**src/core/fsb_pkg.sv**
```systemverilog
package fsb_pkg;

	// ----------------------------------------
	// Opcodes of the four skip instructions.
	// ----------------------------------------
	localparam logic [9:0] FSB_OPC_CONV = 10'h287;
	localparam logic [9:0] FSB_OPC_PIN = 10'h03A;
	localparam logic [9:0] FSB_OPC_STBY = 10'h003;
	localparam logic [9:0] FSB_OPC_SER = 10'h288;

	// ----------------------------------------
	// Control bit positions.
	// ----------------------------------------
	localparam int FSB_CONV_EN_BIT = 2;
	localparam int FSB_SER_EN_BIT = 3;
	localparam int FSB_LVL_SEL_BIT = 2;

	// ----------------------------------------
	// Register offsets (byte addresses).
	// ----------------------------------------
	localparam logic [7:0] FSB_REG_IEB = 8'h00;
	localparam logic [7:0] FSB_REG_EPC = 8'h04;
	localparam logic [7:0] FSB_REG_FLG = 8'h08;
	localparam logic [7:0] FSB_REG_IST = 8'h0C;
	localparam logic [7:0] FSB_REG_IMK = 8'h10;

	// ----------------------------------------
	// Field positions of flag and event registers.
	// ----------------------------------------
	localparam int FSB_FLG_CONV = 0;
	localparam int FSB_FLG_SER = 1;
	localparam int FSB_FLG_STBY = 2;
	localparam int FSB_FLG_PIN = 3;
	localparam int FSB_EV_SKIP = 0;
	localparam int FSB_EV_CONV = 1;
	localparam int FSB_EV_SER = 2;
	localparam int FSB_EV_N = 3;

	// ----------------------------------------
	// Values after reset.
	// ----------------------------------------
	localparam logic [3:0] FSB_IEB_RST = 4'h0;
	localparam logic [3:0] FSB_EPC_RST = 4'h0;
	localparam logic [2:0] FSB_EV_RST = 3'h0;

	// One-hot decode of the instruction being executed.
	typedef struct packed {
		logic conv;
		logic pin;
		logic stby;
		logic ser;
	} fsb_dec_t;

	// Sequencing state: running or squashing the next fetch.
	typedef enum logic [0:0] {
		FSB_ST_RUN = 1'b0,
		FSB_ST_SKIP = 1'b1
	} fsb_state_t;

endpackage : fsb_pkg

```
**src/core/fsb_decode.sv**
```systemverilog
`timescale 1ns/1ps
module fsb_decode
	import fsb_pkg::*;
(
	input wire logic exec_en,
	input wire logic [9:0] instr_word,
	output fsb_dec_t dec
);

	// ----------------------------------------
	// Opcode match.
	// ----------------------------------------

	// Each field is high only for an instruction that really executes.
	assign dec.conv = exec_en && (instr_word == FSB_OPC_CONV);
	assign dec.pin = exec_en && (instr_word == FSB_OPC_PIN);
	assign dec.stby = exec_en && (instr_word == FSB_OPC_STBY);
	assign dec.ser = exec_en && (instr_word == FSB_OPC_SER);

endmodule : fsb_decode

```
**src/core/fsb_flag.sv**
```systemverilog
`timescale 1ns/1ps
module fsb_flag (
	input wire logic clock,
	input wire logic rst_n,
	input wire logic clk_en,
	input wire logic set,
	input wire logic clr,
	output logic flag_q
);

	// ----------------------------------------
	// Flag storage.
	// ----------------------------------------

	// Next value: an instruction clear beats a peripheral set in the same cycle.
	logic flag_d;
	assign flag_d = clr ? 1'b0 : (set ? 1'b1 : flag_q);

	// The flag changes at the end of the executing cycle.
	always_ff @(posedge clock) begin
		if (!rst_n) begin
			flag_q <= 1'b0;
		end else if (clk_en) begin
			flag_q <= flag_d;
		end
	end

endmodule : fsb_flag

```
**src/core/fsb_unit.sv**
```systemverilog
// Overview of operation
// - Conversion opcode skips when enabled flag set.
// - Conversion opcode clears flag when enable low.
// - Conversion enable high makes opcode a no-op.
// - Conversion enable is bit 2 of B.
// - Pin opcode skips on low pin, select low.
// - Select high: skip on high pin.
// - Level select is bit 2 of polarity.
// - Standby opcode skips on flag, keeps it.
// - Serial opcode skips when enabled flag set.
// - Serial opcode clears flag when enable low.
// - Serial enable high makes opcode a no-op.
//
// Added by the designer: the AHB-Lite interface to the registers and the register offsets.
`timescale 1ns/1ps
module fsb_unit
	import fsb_pkg::*;
(
	input wire logic clock,
	input wire logic rst_n,
	input wire logic clk_en,
	// AHB-Lite slave.
	input wire logic hsel,
	input wire logic [31:0] haddr,
	input wire logic [1:0] htrans,
	input wire logic hwrite,
	input wire logic [2:0] hsize,
	input wire logic [31:0] hwdata,
	input wire logic hready,
	output logic hreadyout,
	output logic hresp,
	output logic [31:0] hrdata,
	// Program sequencer side.
	input wire logic instr_valid,
	input wire logic [9:0] instr_word,
	input wire logic standby_indicator,
	output logic skip_request,
	output logic skip_pending,
	// Peripheral flag side.
	input wire logic conversion_set,
	input wire logic serial_set,
	input wire logic external_request_pin,
	output logic conversion_done_flag,
	output logic serial_done_flag,
	output logic conversion_clear,
	output logic serial_clear,
	output logic irq
);

	// ----------------------------------------
	// Register state.
	// ----------------------------------------

	// Interrupt enable register B and edge polarity control.
	logic [3:0] ieb_q;
	logic [3:0] epc_q;
	// Sticky event status and its mask.
	logic [FSB_EV_N-1:0] ist_q;
	logic [FSB_EV_N-1:0] imk_q;
	// Bus data phase tracking.
	logic wr_pend_q;
	logic [7:0] wr_addr_q;
	logic hreadyout_q;
	logic [31:0] hrdata_q;
	// Outputs toward sequencer and peripherals.
	logic skip_request_q;
	logic conversion_clear_q;
	logic serial_clear_q;
	logic irq_q;
	// Pin synchroniser.
	logic pin_meta_q;
	logic pin_sync_q;
	// Sequencing state.
	fsb_state_t state_q;
	fsb_state_t state_d;

	// ----------------------------------------
	// Pin synchroniser.
	// ----------------------------------------

	// Two flops bring the asynchronous request pin onto the clock.
	always_ff @(posedge clock) begin
		if (!rst_n) begin
			pin_meta_q <= 1'b0;
			pin_sync_q <= 1'b0;
		end else if (clk_en) begin
			pin_meta_q <= external_request_pin;
			pin_sync_q <= pin_meta_q;
		end
	end

	// ----------------------------------------
	// Decode and skip conditions.
	// ----------------------------------------

	// An instruction executes only when it is not being squashed.
	wire exec_en = clk_en && instr_valid && (state_q == FSB_ST_RUN);
	fsb_dec_t dec;

	// Opcode decoder.
	fsb_decode u_decode (
		.exec_en(exec_en),
		.instr_word(instr_word),
		.dec(dec)
	);

	wire conv_irq_enable = ieb_q[FSB_CONV_EN_BIT];
	wire serial_irq_enable = ieb_q[FSB_SER_EN_BIT];
	wire input_level_select = epc_q[FSB_LVL_SEL_BIT];

	wire conv_act = dec.conv && !conv_irq_enable;
	wire ser_act = dec.ser && !serial_irq_enable;

	wire conv_skip = conv_act && conversion_done_flag;
	wire pin_match = input_level_select ? pin_sync_q : !pin_sync_q;
	wire pin_skip = dec.pin && pin_match;
	wire stby_skip = dec.stby && standby_indicator;
	wire ser_skip = ser_act && serial_done_flag;
	wire skip_now = conv_skip || pin_skip || stby_skip || ser_skip;

	// ----------------------------------------
	// Skip sequencing.
	// ----------------------------------------

	// A skip arms the squash; the next fetched word is then dropped.
	always_comb begin
		state_d = state_q;
		case (state_q)
			FSB_ST_RUN: begin
				if (skip_now) begin
					state_d = FSB_ST_SKIP;
				end
			end
			FSB_ST_SKIP: begin
				if (clk_en && instr_valid) begin
					state_d = FSB_ST_RUN;
				end
			end
			default: begin
				state_d = FSB_ST_RUN;
			end
		endcase
	end

	// State register and the one-cycle skip and clear strobes.
	always_ff @(posedge clock) begin
		if (!rst_n) begin
			state_q <= FSB_ST_RUN;
			skip_request_q <= 1'b0;
			conversion_clear_q <= 1'b0;
			serial_clear_q <= 1'b0;
		end else if (clk_en) begin
			state_q <= state_d;
			skip_request_q <= skip_now;
			conversion_clear_q <= conv_act;
			serial_clear_q <= ser_act;
		end
	end

	// ----------------------------------------
	// Flags held for the peripherals.
	// ----------------------------------------

	fsb_flag u_conv_flag (
		.clock(clock),
		.rst_n(rst_n),
		.clk_en(clk_en),
		.set(conversion_set),
		.clr(conv_act),
		.flag_q(conversion_done_flag)
	);

	fsb_flag u_ser_flag (
		.clock(clock),
		.rst_n(rst_n),
		.clk_en(clk_en),
		.set(serial_set),
		.clr(ser_act),
		.flag_q(serial_done_flag)
	);

	// ----------------------------------------
	// AHB-Lite slave.
	// ----------------------------------------

	// Address phase accepted; only the low byte selects a register.
	wire ahb_go = hsel && htrans[1] && hready;
	wire [7:0] a_addr = haddr[7:0];
	wire [31:0] flg_word = {28'h000_0000, pin_sync_q, standby_indicator,
		serial_done_flag, conversion_done_flag};
	wire [31:0] rd_mux = (a_addr == FSB_REG_IEB) ? {28'h000_0000, ieb_q} :
		(a_addr == FSB_REG_EPC) ? {28'h000_0000, epc_q} :
		(a_addr == FSB_REG_FLG) ? flg_word :
		(a_addr == FSB_REG_IST) ? {29'h0000_0000, ist_q} :
		(a_addr == FSB_REG_IMK) ? {29'h0000_0000, imk_q} : 32'h0000_0000;

	// Data phase write strobes per register.
	wire wr_ieb = wr_pend_q && (wr_addr_q == FSB_REG_IEB);
	wire wr_epc = wr_pend_q && (wr_addr_q == FSB_REG_EPC);
	wire wr_ist = wr_pend_q && (wr_addr_q == FSB_REG_IST);
	wire wr_imk = wr_pend_q && (wr_addr_q == FSB_REG_IMK);

	// Zero-wait-state slave: read data is registered at the address phase.
	always_ff @(posedge clock) begin
		if (!rst_n) begin
			wr_pend_q <= 1'b0;
			wr_addr_q <= 8'h00;
			hreadyout_q <= 1'b1;
			hrdata_q <= 32'h0000_0000;
		end else if (clk_en) begin
			wr_pend_q <= ahb_go && hwrite;
			wr_addr_q <= a_addr;
			hreadyout_q <= 1'b1;
			hrdata_q <= (ahb_go && !hwrite) ? rd_mux : 32'h0000_0000;
		end
	end

	// Control registers written in the data phase.
	always_ff @(posedge clock) begin
		if (!rst_n) begin
			ieb_q <= FSB_IEB_RST;
			epc_q <= FSB_EPC_RST;
			imk_q <= FSB_EV_RST;
		end else if (clk_en) begin
			if (wr_ieb) begin
				ieb_q <= hwdata[3:0];
			end
			if (wr_epc) begin
				epc_q <= hwdata[3:0];
			end
			if (wr_imk) begin
				imk_q <= hwdata[FSB_EV_N-1:0];
			end
		end
	end

	// ----------------------------------------
	// Interrupt status.
	// ----------------------------------------

	// Events: skip taken, conversion flag cleared, serial flag cleared.
	wire [FSB_EV_N-1:0] ev_set = {ser_act, conv_act, skip_now};
	wire [FSB_EV_N-1:0] ev_clr = wr_ist ? hwdata[FSB_EV_N-1:0] : FSB_EV_RST;
	// A new event wins over a write-one-to-clear in the same cycle.
	wire [FSB_EV_N-1:0] ist_d = (ist_q & ~ev_clr) | ev_set;

	// Sticky status and the registered level interrupt.
	always_ff @(posedge clock) begin
		if (!rst_n) begin
			ist_q <= FSB_EV_RST;
			irq_q <= 1'b0;
		end else if (clk_en) begin
			ist_q <= ist_d;
			irq_q <= |(ist_d & imk_q);
		end
	end

	// ----------------------------------------
	// Output wiring.
	// ----------------------------------------

	// Every output comes from a flop, except hresp, which is tied low.
	assign hreadyout = hreadyout_q;
	assign hresp = 1'b0;
	assign hrdata = hrdata_q;
	assign skip_request = skip_request_q;
	assign skip_pending = (state_q == FSB_ST_SKIP);
	assign conversion_clear = conversion_clear_q;
	assign serial_clear = serial_clear_q;
	assign irq = irq_q;

	// ----------------------------------------
	// Checks.
	// ----------------------------------------

	// Conversion skip follows the enabled set flag.
	chk_conv_skip_taken: assert property (
		@(posedge clock) disable iff (!rst_n)
		(dec.conv && !ieb_q[FSB_CONV_EN_BIT] && conversion_done_flag)
		|=> (skip_request && skip_pending))
		else $error("conversion skip not taken");

	// Conversion flag reads zero after the opcode with enable low.
	chk_conv_flag_clear: assert property (
		@(posedge clock) disable iff (!rst_n)
		(dec.conv && !ieb_q[FSB_CONV_EN_BIT]) |=> (!conversion_done_flag && conversion_clear))
		else $error("conversion flag not cleared");

	// Enable high: no skip, flag untouched.
	chk_conv_nop_hold: assert property (
		@(posedge clock) disable iff (!rst_n)
		(dec.conv && ieb_q[FSB_CONV_EN_BIT] && !conversion_set)
		|=> (!skip_request && conversion_done_flag == $past(conversion_done_flag)))
		else $error("conversion no-op disturbed state");

	// Select low: low pin skips.
	chk_pin_low_skip: assert property (
		@(posedge clock) disable iff (!rst_n)
		(dec.pin && !epc_q[FSB_LVL_SEL_BIT]) |=> (skip_request == !$past(pin_sync_q)))
		else $error("pin low skip wrong");

	// Select high: high pin skips.
	chk_pin_high_skip: assert property (
		@(posedge clock) disable iff (!rst_n)
		(dec.pin && epc_q[FSB_LVL_SEL_BIT]) |=> (skip_request == $past(pin_sync_q)))
		else $error("pin high skip wrong");

	// Standby opcode follows the indicator.
	chk_stby_skip_flag: assert property (
		@(posedge clock) disable iff (!rst_n)
		dec.stby |=> (skip_request == $past(standby_indicator)))
		else $error("standby skip wrong");

	// Serial skip follows the enabled set flag.
	chk_ser_skip_taken: assert property (
		@(posedge clock) disable iff (!rst_n)
		(dec.ser && !ieb_q[FSB_SER_EN_BIT] && serial_done_flag) |=> skip_request)
		else $error("serial skip not taken");

	// Serial flag cleared even when a set arrives together.
	chk_ser_flag_clear: assert property (
		@(posedge clock) disable iff (!rst_n)
		(dec.ser && !ieb_q[FSB_SER_EN_BIT]) |=> (!serial_done_flag && serial_clear))
		else $error("serial flag not cleared");

	// Serial enable high: no skip, no clear.
	chk_ser_nop_hold: assert property (
		@(posedge clock) disable iff (!rst_n)
		(dec.ser && serial_irq_enable) |=> (!skip_request && !serial_clear))
		else $error("serial no-op disturbed state");

	// The squashed instruction neither executes nor skips.
	chk_skip_squash_next: assert property (
		@(posedge clock) disable iff (!rst_n)
		(skip_pending && clk_en && instr_valid) |-> (dec == 4'h0) ##1 !skip_request)
		else $error("squashed instruction executed");

endmodule : fsb_unit

```
**config.mk**
```make
export PLATFORM = sky130hd
export DESIGN_NAME = fsb_unit
export DESIGN_NICKNAME = d
export VERILOG_FILES = /design/src/core/fsb_pkg.sv /design/src/core/fsb_decode.sv /design/src/core/fsb_flag.sv /design/src/core/fsb_unit.sv
export SDC_FILE = /design/constraint.sdc
export NUM_CORES = 1
export LEC_CHECK = 0
export BUFFER_PORTS_ARGS = -buffer_cell sky130_fd_sc_hd__buf_4
export CAP_MARGIN = 20
export CELL_PAD_IN_SITES_DETAIL_PLACEMENT = 0
export CELL_PAD_IN_SITES_GLOBAL_PLACEMENT = 2
export CORE_ASPECT_RATIO = 0.7
export CORE_MARGIN = 2
export CORE_UTILIZATION = 20
export CTS_CLUSTER_SIZE = 8
export DETAILED_ROUTE_END_ITERATION = 10
export PLACE_DENSITY_LB_ADDON = 0.1
export SLEW_MARGIN = 10
export SYNTH_ARGS = -nofsm -noshare
export SYNTH_HDL_FRONTEND = slang
export SYNTH_SLANG_ARGS = --single-unit
export TNS_END_PERCENT = 30
```
**constraint.sdc**
```tcl
create_clock -name clock -period 1.55 [get_ports clock]
set_input_delay 0.155 -clock clock [delete_from_list [all_inputs] [get_ports clock]]
set_output_delay 0.155 -clock clock [all_outputs]
set_load 0.01 [all_outputs]
```
After elaboration in Yosys (flattened, before gate mapping)
Index checks and enable logic that the tools add are counted.
{ "totals": {"reg_bits": 64, "wordCells": 84, "output_inout_bits": 41} }
{ "classes": {"muxes": 15, "n_reduce_logical": 37, "n_eq_ne": 11, "bitwise": 5} }
{ "ops": {"columns": ["cell", "n"], "rows": [
  ["$eq 8x4->1 const B", 3],
  ["$eq 10x10->1 const B", 2],
  ["$logic_and 1x1->1", 20],
  ["$eq 8x3->1 const B", 2],
  ["$eq 8x5->1 const B", 2],
  ["$logic_not 8->1", 2],
  ["$mux 4", 4],
  ["$eq 10x2->1 const B", 1],
  ["$eq 10x6->1 const B", 1],
  ["$reduce_and 2->1", 5],
  ["$mux 3", 3],
  ["$mux 1", 7],
  ["$and 3x3->3", 2],
  ["$logic_not 1->1", 4],
  ["$reduce_bool 2->1", 2],
  ["$logic_or 1x1->1", 3],
  ["$not 3->3", 1],
  ["$or 3x3->3", 1],
  ["$reduce_or 3->1", 1],
  ["$pmux 1 s2", 1],
  ["$not 1->1", 1]
]} }

Depth between registers and ports, before layout
{ "depth": {"word_depth": 11, "ltp_mapped": 6, "ltp_nobuf": 5} }

By module
From an unflattened synthesis, not the netlist that was laid out.
{ "unflattened": {"hier_cells": 236, "area_unflattened_um2": 2062.0} }
{ "by_module_without_submodules": {"columns": ["mod", "cells_each", "instances", "area_per_inst_um2"], "rows": [
  ["fsb_unit", 217, 1, 1891.8],
  ["fsb_decode", 11, 1, 97.6],
  ["fsb_flag", 4, 2, 36.3]
]} }

Least setup slack after synthesis
No wires, ideal clock.
{ "synth_timing": {"path_kind": "register to register", "startpoint": "register wr_addr_q[0]", "endpoint": "register epc_q[3]", "setup_ns": 0.116, "path_stages_with_launch": 6, "arrival_ns": 1.556, "required_time_ns": 1.434, "slack_ns": -0.122, "path_buffers": 1, "path_cell_list": "dfxtp_1 -> or3b_4 -> or4_4 -> buf_6 -> mux2i_1 -> nor2b_1"} }
{ "synth_between": {"elab_chain_cells": 3} }
{ "synth_lines": {"columns": ["element", "line_no", "text"], "rows": [
  ["start: declaration", "fsb_unit.sv:62", "logic [7:0] wr_addr_q;"],
  ["start signal: assignment", "fsb_unit.sv:212", "wr_addr_q <= a_addr;"],
  ["$eq 8x3->1", "fsb_unit.sv:199", "wire wr_epc = wr_pend_q && (wr_addr_q == FSB_REG_EPC);"],
  ["$logic_and 1x1->1", "fsb_unit.sv:199", null],
  ["$reduce_and 2->1 (no source line)", null, null],
  ["end signal: assignment", "fsb_unit.sv:229", "epc_q <= hwdata[3:0];"],
  ["end: declaration", "fsb_unit.sv:56", "logic [3:0] epc_q;"]
]} }
Every way passes these cells.
A chain may end at the register's enable or synchronous reset.

Worst setup path after layout
{ "layout_timing": {"startpoint": "register wr_addr_q[7]", "endpoint": "register ieb_q[0]"} }
{ "layout_between": {"elab_chain_cells": 3} }
{ "layout_lines": {"columns": ["element", "line_no", "text"], "rows": [
  ["$logic_not 8->1", "fsb_unit.sv:198", "wire wr_ieb = wr_pend_q && (wr_addr_q == FSB_REG_IEB);"],
  ["$logic_and 1x1->1", "fsb_unit.sv:198", null],
  ["$reduce_and 2->1 (no source line)", null, null],
  ["end signal: assignment", "fsb_unit.sv:226", "ieb_q <= hwdata[3:0];"],
  ["end: declaration", "fsb_unit.sv:55", "logic [3:0] ieb_q;"]
]} }
Every way passes these cells.

==> results.ini <==
[sta]
post-route-worst-setup-slack_ns = -0.1526
report.final.setup_viol = 12
timing.final.crit_share = 1.098
hold_violations = 0
rsz0062_at_grt = true
fmax_mhz = 587.4
finalMaxSlewViolations = 0
skew_ns = 0.004084
min_period_ns = 1.703

[route]
dr.first_iter.drc_count = 56
dr.pass1.iters = 4
wire_per_inst_um = 14.10
via_count = 1692
vias_per_cell = 4.029
drt.antenna.violating_nets = 0
drc = 0
routed_wl_mm = 5.920

[power]
vdd_ir_drop_max_mv = 0.3009
combPwrFrac = 0.131
p_leak_nw = 1.105
power_density_nw_per_um2 = 817.2
power_frac_clock = 0.433
internal-power_mw = 1.662
switchingPower_mw = 0.5378
sequentialPowerShare = 0.436
swShare = 0.2445

[logic_synthesis]
synth_cells = 236
synth_top_area_share = 0.3567
yosysSeqAreaShare = 0.3567
synth_most_common_cell = dfxtp_1
ys_top_cells_by_area = dfxtp_1 36%, buf_4 12%, mux2i_1 7.9%
synth_seq_cells = 36
synth_top_area_cell = dfxtp_1
synthArstFlopShare = 0
ys.flop_type = dfxtp_1
synth_cell_types = 44
synth_edf_count = 0
yosysWarnings = 0
syn_area_um2 = 2021
synth.avg_cell_area_um2 = 8.562
synth_common_cells = 36 x dfxtp_1, 31 x buf_4, 22 x nor2b_1

[clock_tree]
clockBufferDepth = 2
cts_inserted_buffers = 5
h-tree-depth = 2
path_clk_slew_ns = 0.05
cts_tree = built
clk_latency_ns = 0.28
root_buffer = clkbuf_16
cts_num_sinks = 36

[finish]
nets = 382
stdcell_area_um2 = 2691
area_growth_syn_to_layout_pct = 33.19
instances_no_fill = 420
diodes = 0
fillers = 1101
drive_above_1_share = 0.3082

[place]
place_inst = 412
place.gp.congestion = 0.7179
placement.io_buffers = 44
placed_area_um2 = 2475
dp_hpwl_mm = 4.645
place_ws_ns = -0.1962

[critical_path]
path_cells = or3_4 > nor4_4 > nor2b_4 > buf_6 > mux2i_1 > nor2b_1
required_ns = 1.72
cp-end-kind = flip-flop
cp_data_arrival_time_ns = 1.88
cp_slowest_stage_delay_ns = 0.42
critPathKind = reg -> reg
crit_fanout = 3
crit_buf_inv = 1
startpoint_type = flip-flop
slowest_stage = or3_4
cp_top_family = simple AND/OR/NAND/NOR gates

[global_routing]
grt-ovfl-total = 0
grt_usage = 0.1160
grt_max_degree = 27
grt_pass1_wl_mm = 9.259
antenna_found_initial = 0
first_global_vias = 1679

[job]
max_cap_violations = 0

[floorplan]
dieHeight_um = 88.10
dieArea_um2 = 10940
ios = 131
start_util = 0.2071
rows = 30
core_area_um2 = 9759
die_x_um = 124.1

[run_status]
outcome = finished, violations left
violations = negative setup slack

[hold_path]
holdCritPathClass = in -> reg

sequential cells by signal (all words and copies together), names as in the netlist:
name / flops
serial_clear: 1
u_conv_flag.flag_q: 1
pin_sync_q: 1
ist_q: 3
skip_request: 1
wr_pend_q: 1
epc_q: 4
u_ser_flag.flag_q: 1
wr_addr_q: 8
hrdata: 4
ieb_q: 4
irq: 1
conversion_clear: 1
pin_meta_q: 1
imk_q: 3
skip_pending: 1
power by group through the flow:
stage          combinational [mW]  clock, mW  sequential (mW)
6_report                    0.289      0.951            0.959
5_1_grt                     0.322       1.04            0.961
4_1_cts                     0.291      0.997            0.959
3_5_place_dp                0.284          0            0.979
3_3_place_gp                0.288          0            0.979
2_1_floorplan               0.196          0            0.981
layout by cell type (no fill, tap or decap), drive strengths merged, types with 3 or more instances in the layout:
master  count
clkbuf      6
conb       30
and2        3
o21ai      10
nor4        5
a21oi      11
inv         6
a22oi       3
nand2b      8
dfxtp      36
nor2        9
buf        61
a22o        4
nand2      20
nor2b      23
a21boi     11
nand3       7
mux2i      16
layout make-up:
| cell class | count | area (um2) | share of cell area |
|---|---|---|---|
| Clock buffer | 6 | 128.9 | 0.04788 |
| Clock inverter | 1 | 5.005 | 0.001860 |
| Inverter | 6 | 22.52 | 0.008368 |
| Multi-Input combinational cell | 182 | 1184 | 0.4398 |
| Sequential cell | 36 | 721.9 | 0.2682 |
| Tap cell | 128 | 160.2 | 0.05951 |
| Timing Repair Buffer | 61 | 469.2 | 0.1743 |
cell families after synthesis:
kind of cell	synth area share
other	0.003717
XOR/XNOR	0.004335
AND/OR/NAND/NOR	0.2582
flip-flops	0.3567
buffers and inverters	0.1474
AO/OA/AOI/OAI	0.1505
multiplexers	0.07926
worst min-delay path: cells and delay by family:
kind	cells	cell delay (ns)
buf+inv	1	0.08
mux	1	0.06
simple gates	1	0.09
final timing paths:
check | from | end | slack, ns | cells past startpoint
max | wr_addr_q[7]$_SDFFE_PN0P_ | ieb_q[0]$_SDFFE_PN0P_ | -0.15 | 6
min | external_request_pin | pin_meta_q$_SDFFE_PN0P_ | 0.14 | 3
max reg2reg | wr_addr_q[7]$_SDFFE_PN0P_ | ieb_q[0]$_SDFFE_PN0P_ | -0.15 | 6
min reg2reg | hrdata[2]$_SDFFE_PN0P_ | hrdata[2]$_SDFFE_PN0P_ | 0.46 | 2
metal layers:
metal,global-route usage,part of all wire,up-vias
met2,0.1605,0.40,46
met1,0.1710,0.54,778
met3,0.03516,0.058,5
met4,0.03371,0.011,0
li1,-,-,863
met5,0,0,-
metrics by stage:
step           utilization  total power, mW  hold WS (ns)  TNS, ns
6_report            0.2758            2.199        0.1406   -1.065
4_1_cts             0.2717            2.247        0.1382   -1.127
3_5_place_dp        0.2536            1.263        0.4322   -1.684
3_3_place_gp        0.2536            1.268        0.4199   -1.477
2_1_floorplan            -            1.177        0.3134  -0.6085
5_1_grt             0.2758            2.317        0.1435   -2.136
repair_timing:
action                     in CTS  in global routing
resized for setup              14                 13
gates cloned                    0                  0
buffers inserted                1                  0
hold buffers                    0                  0
pin swaps                       8                  7
setup endpoints to repair      12                 16
Power figures use the tool's default switching activity.
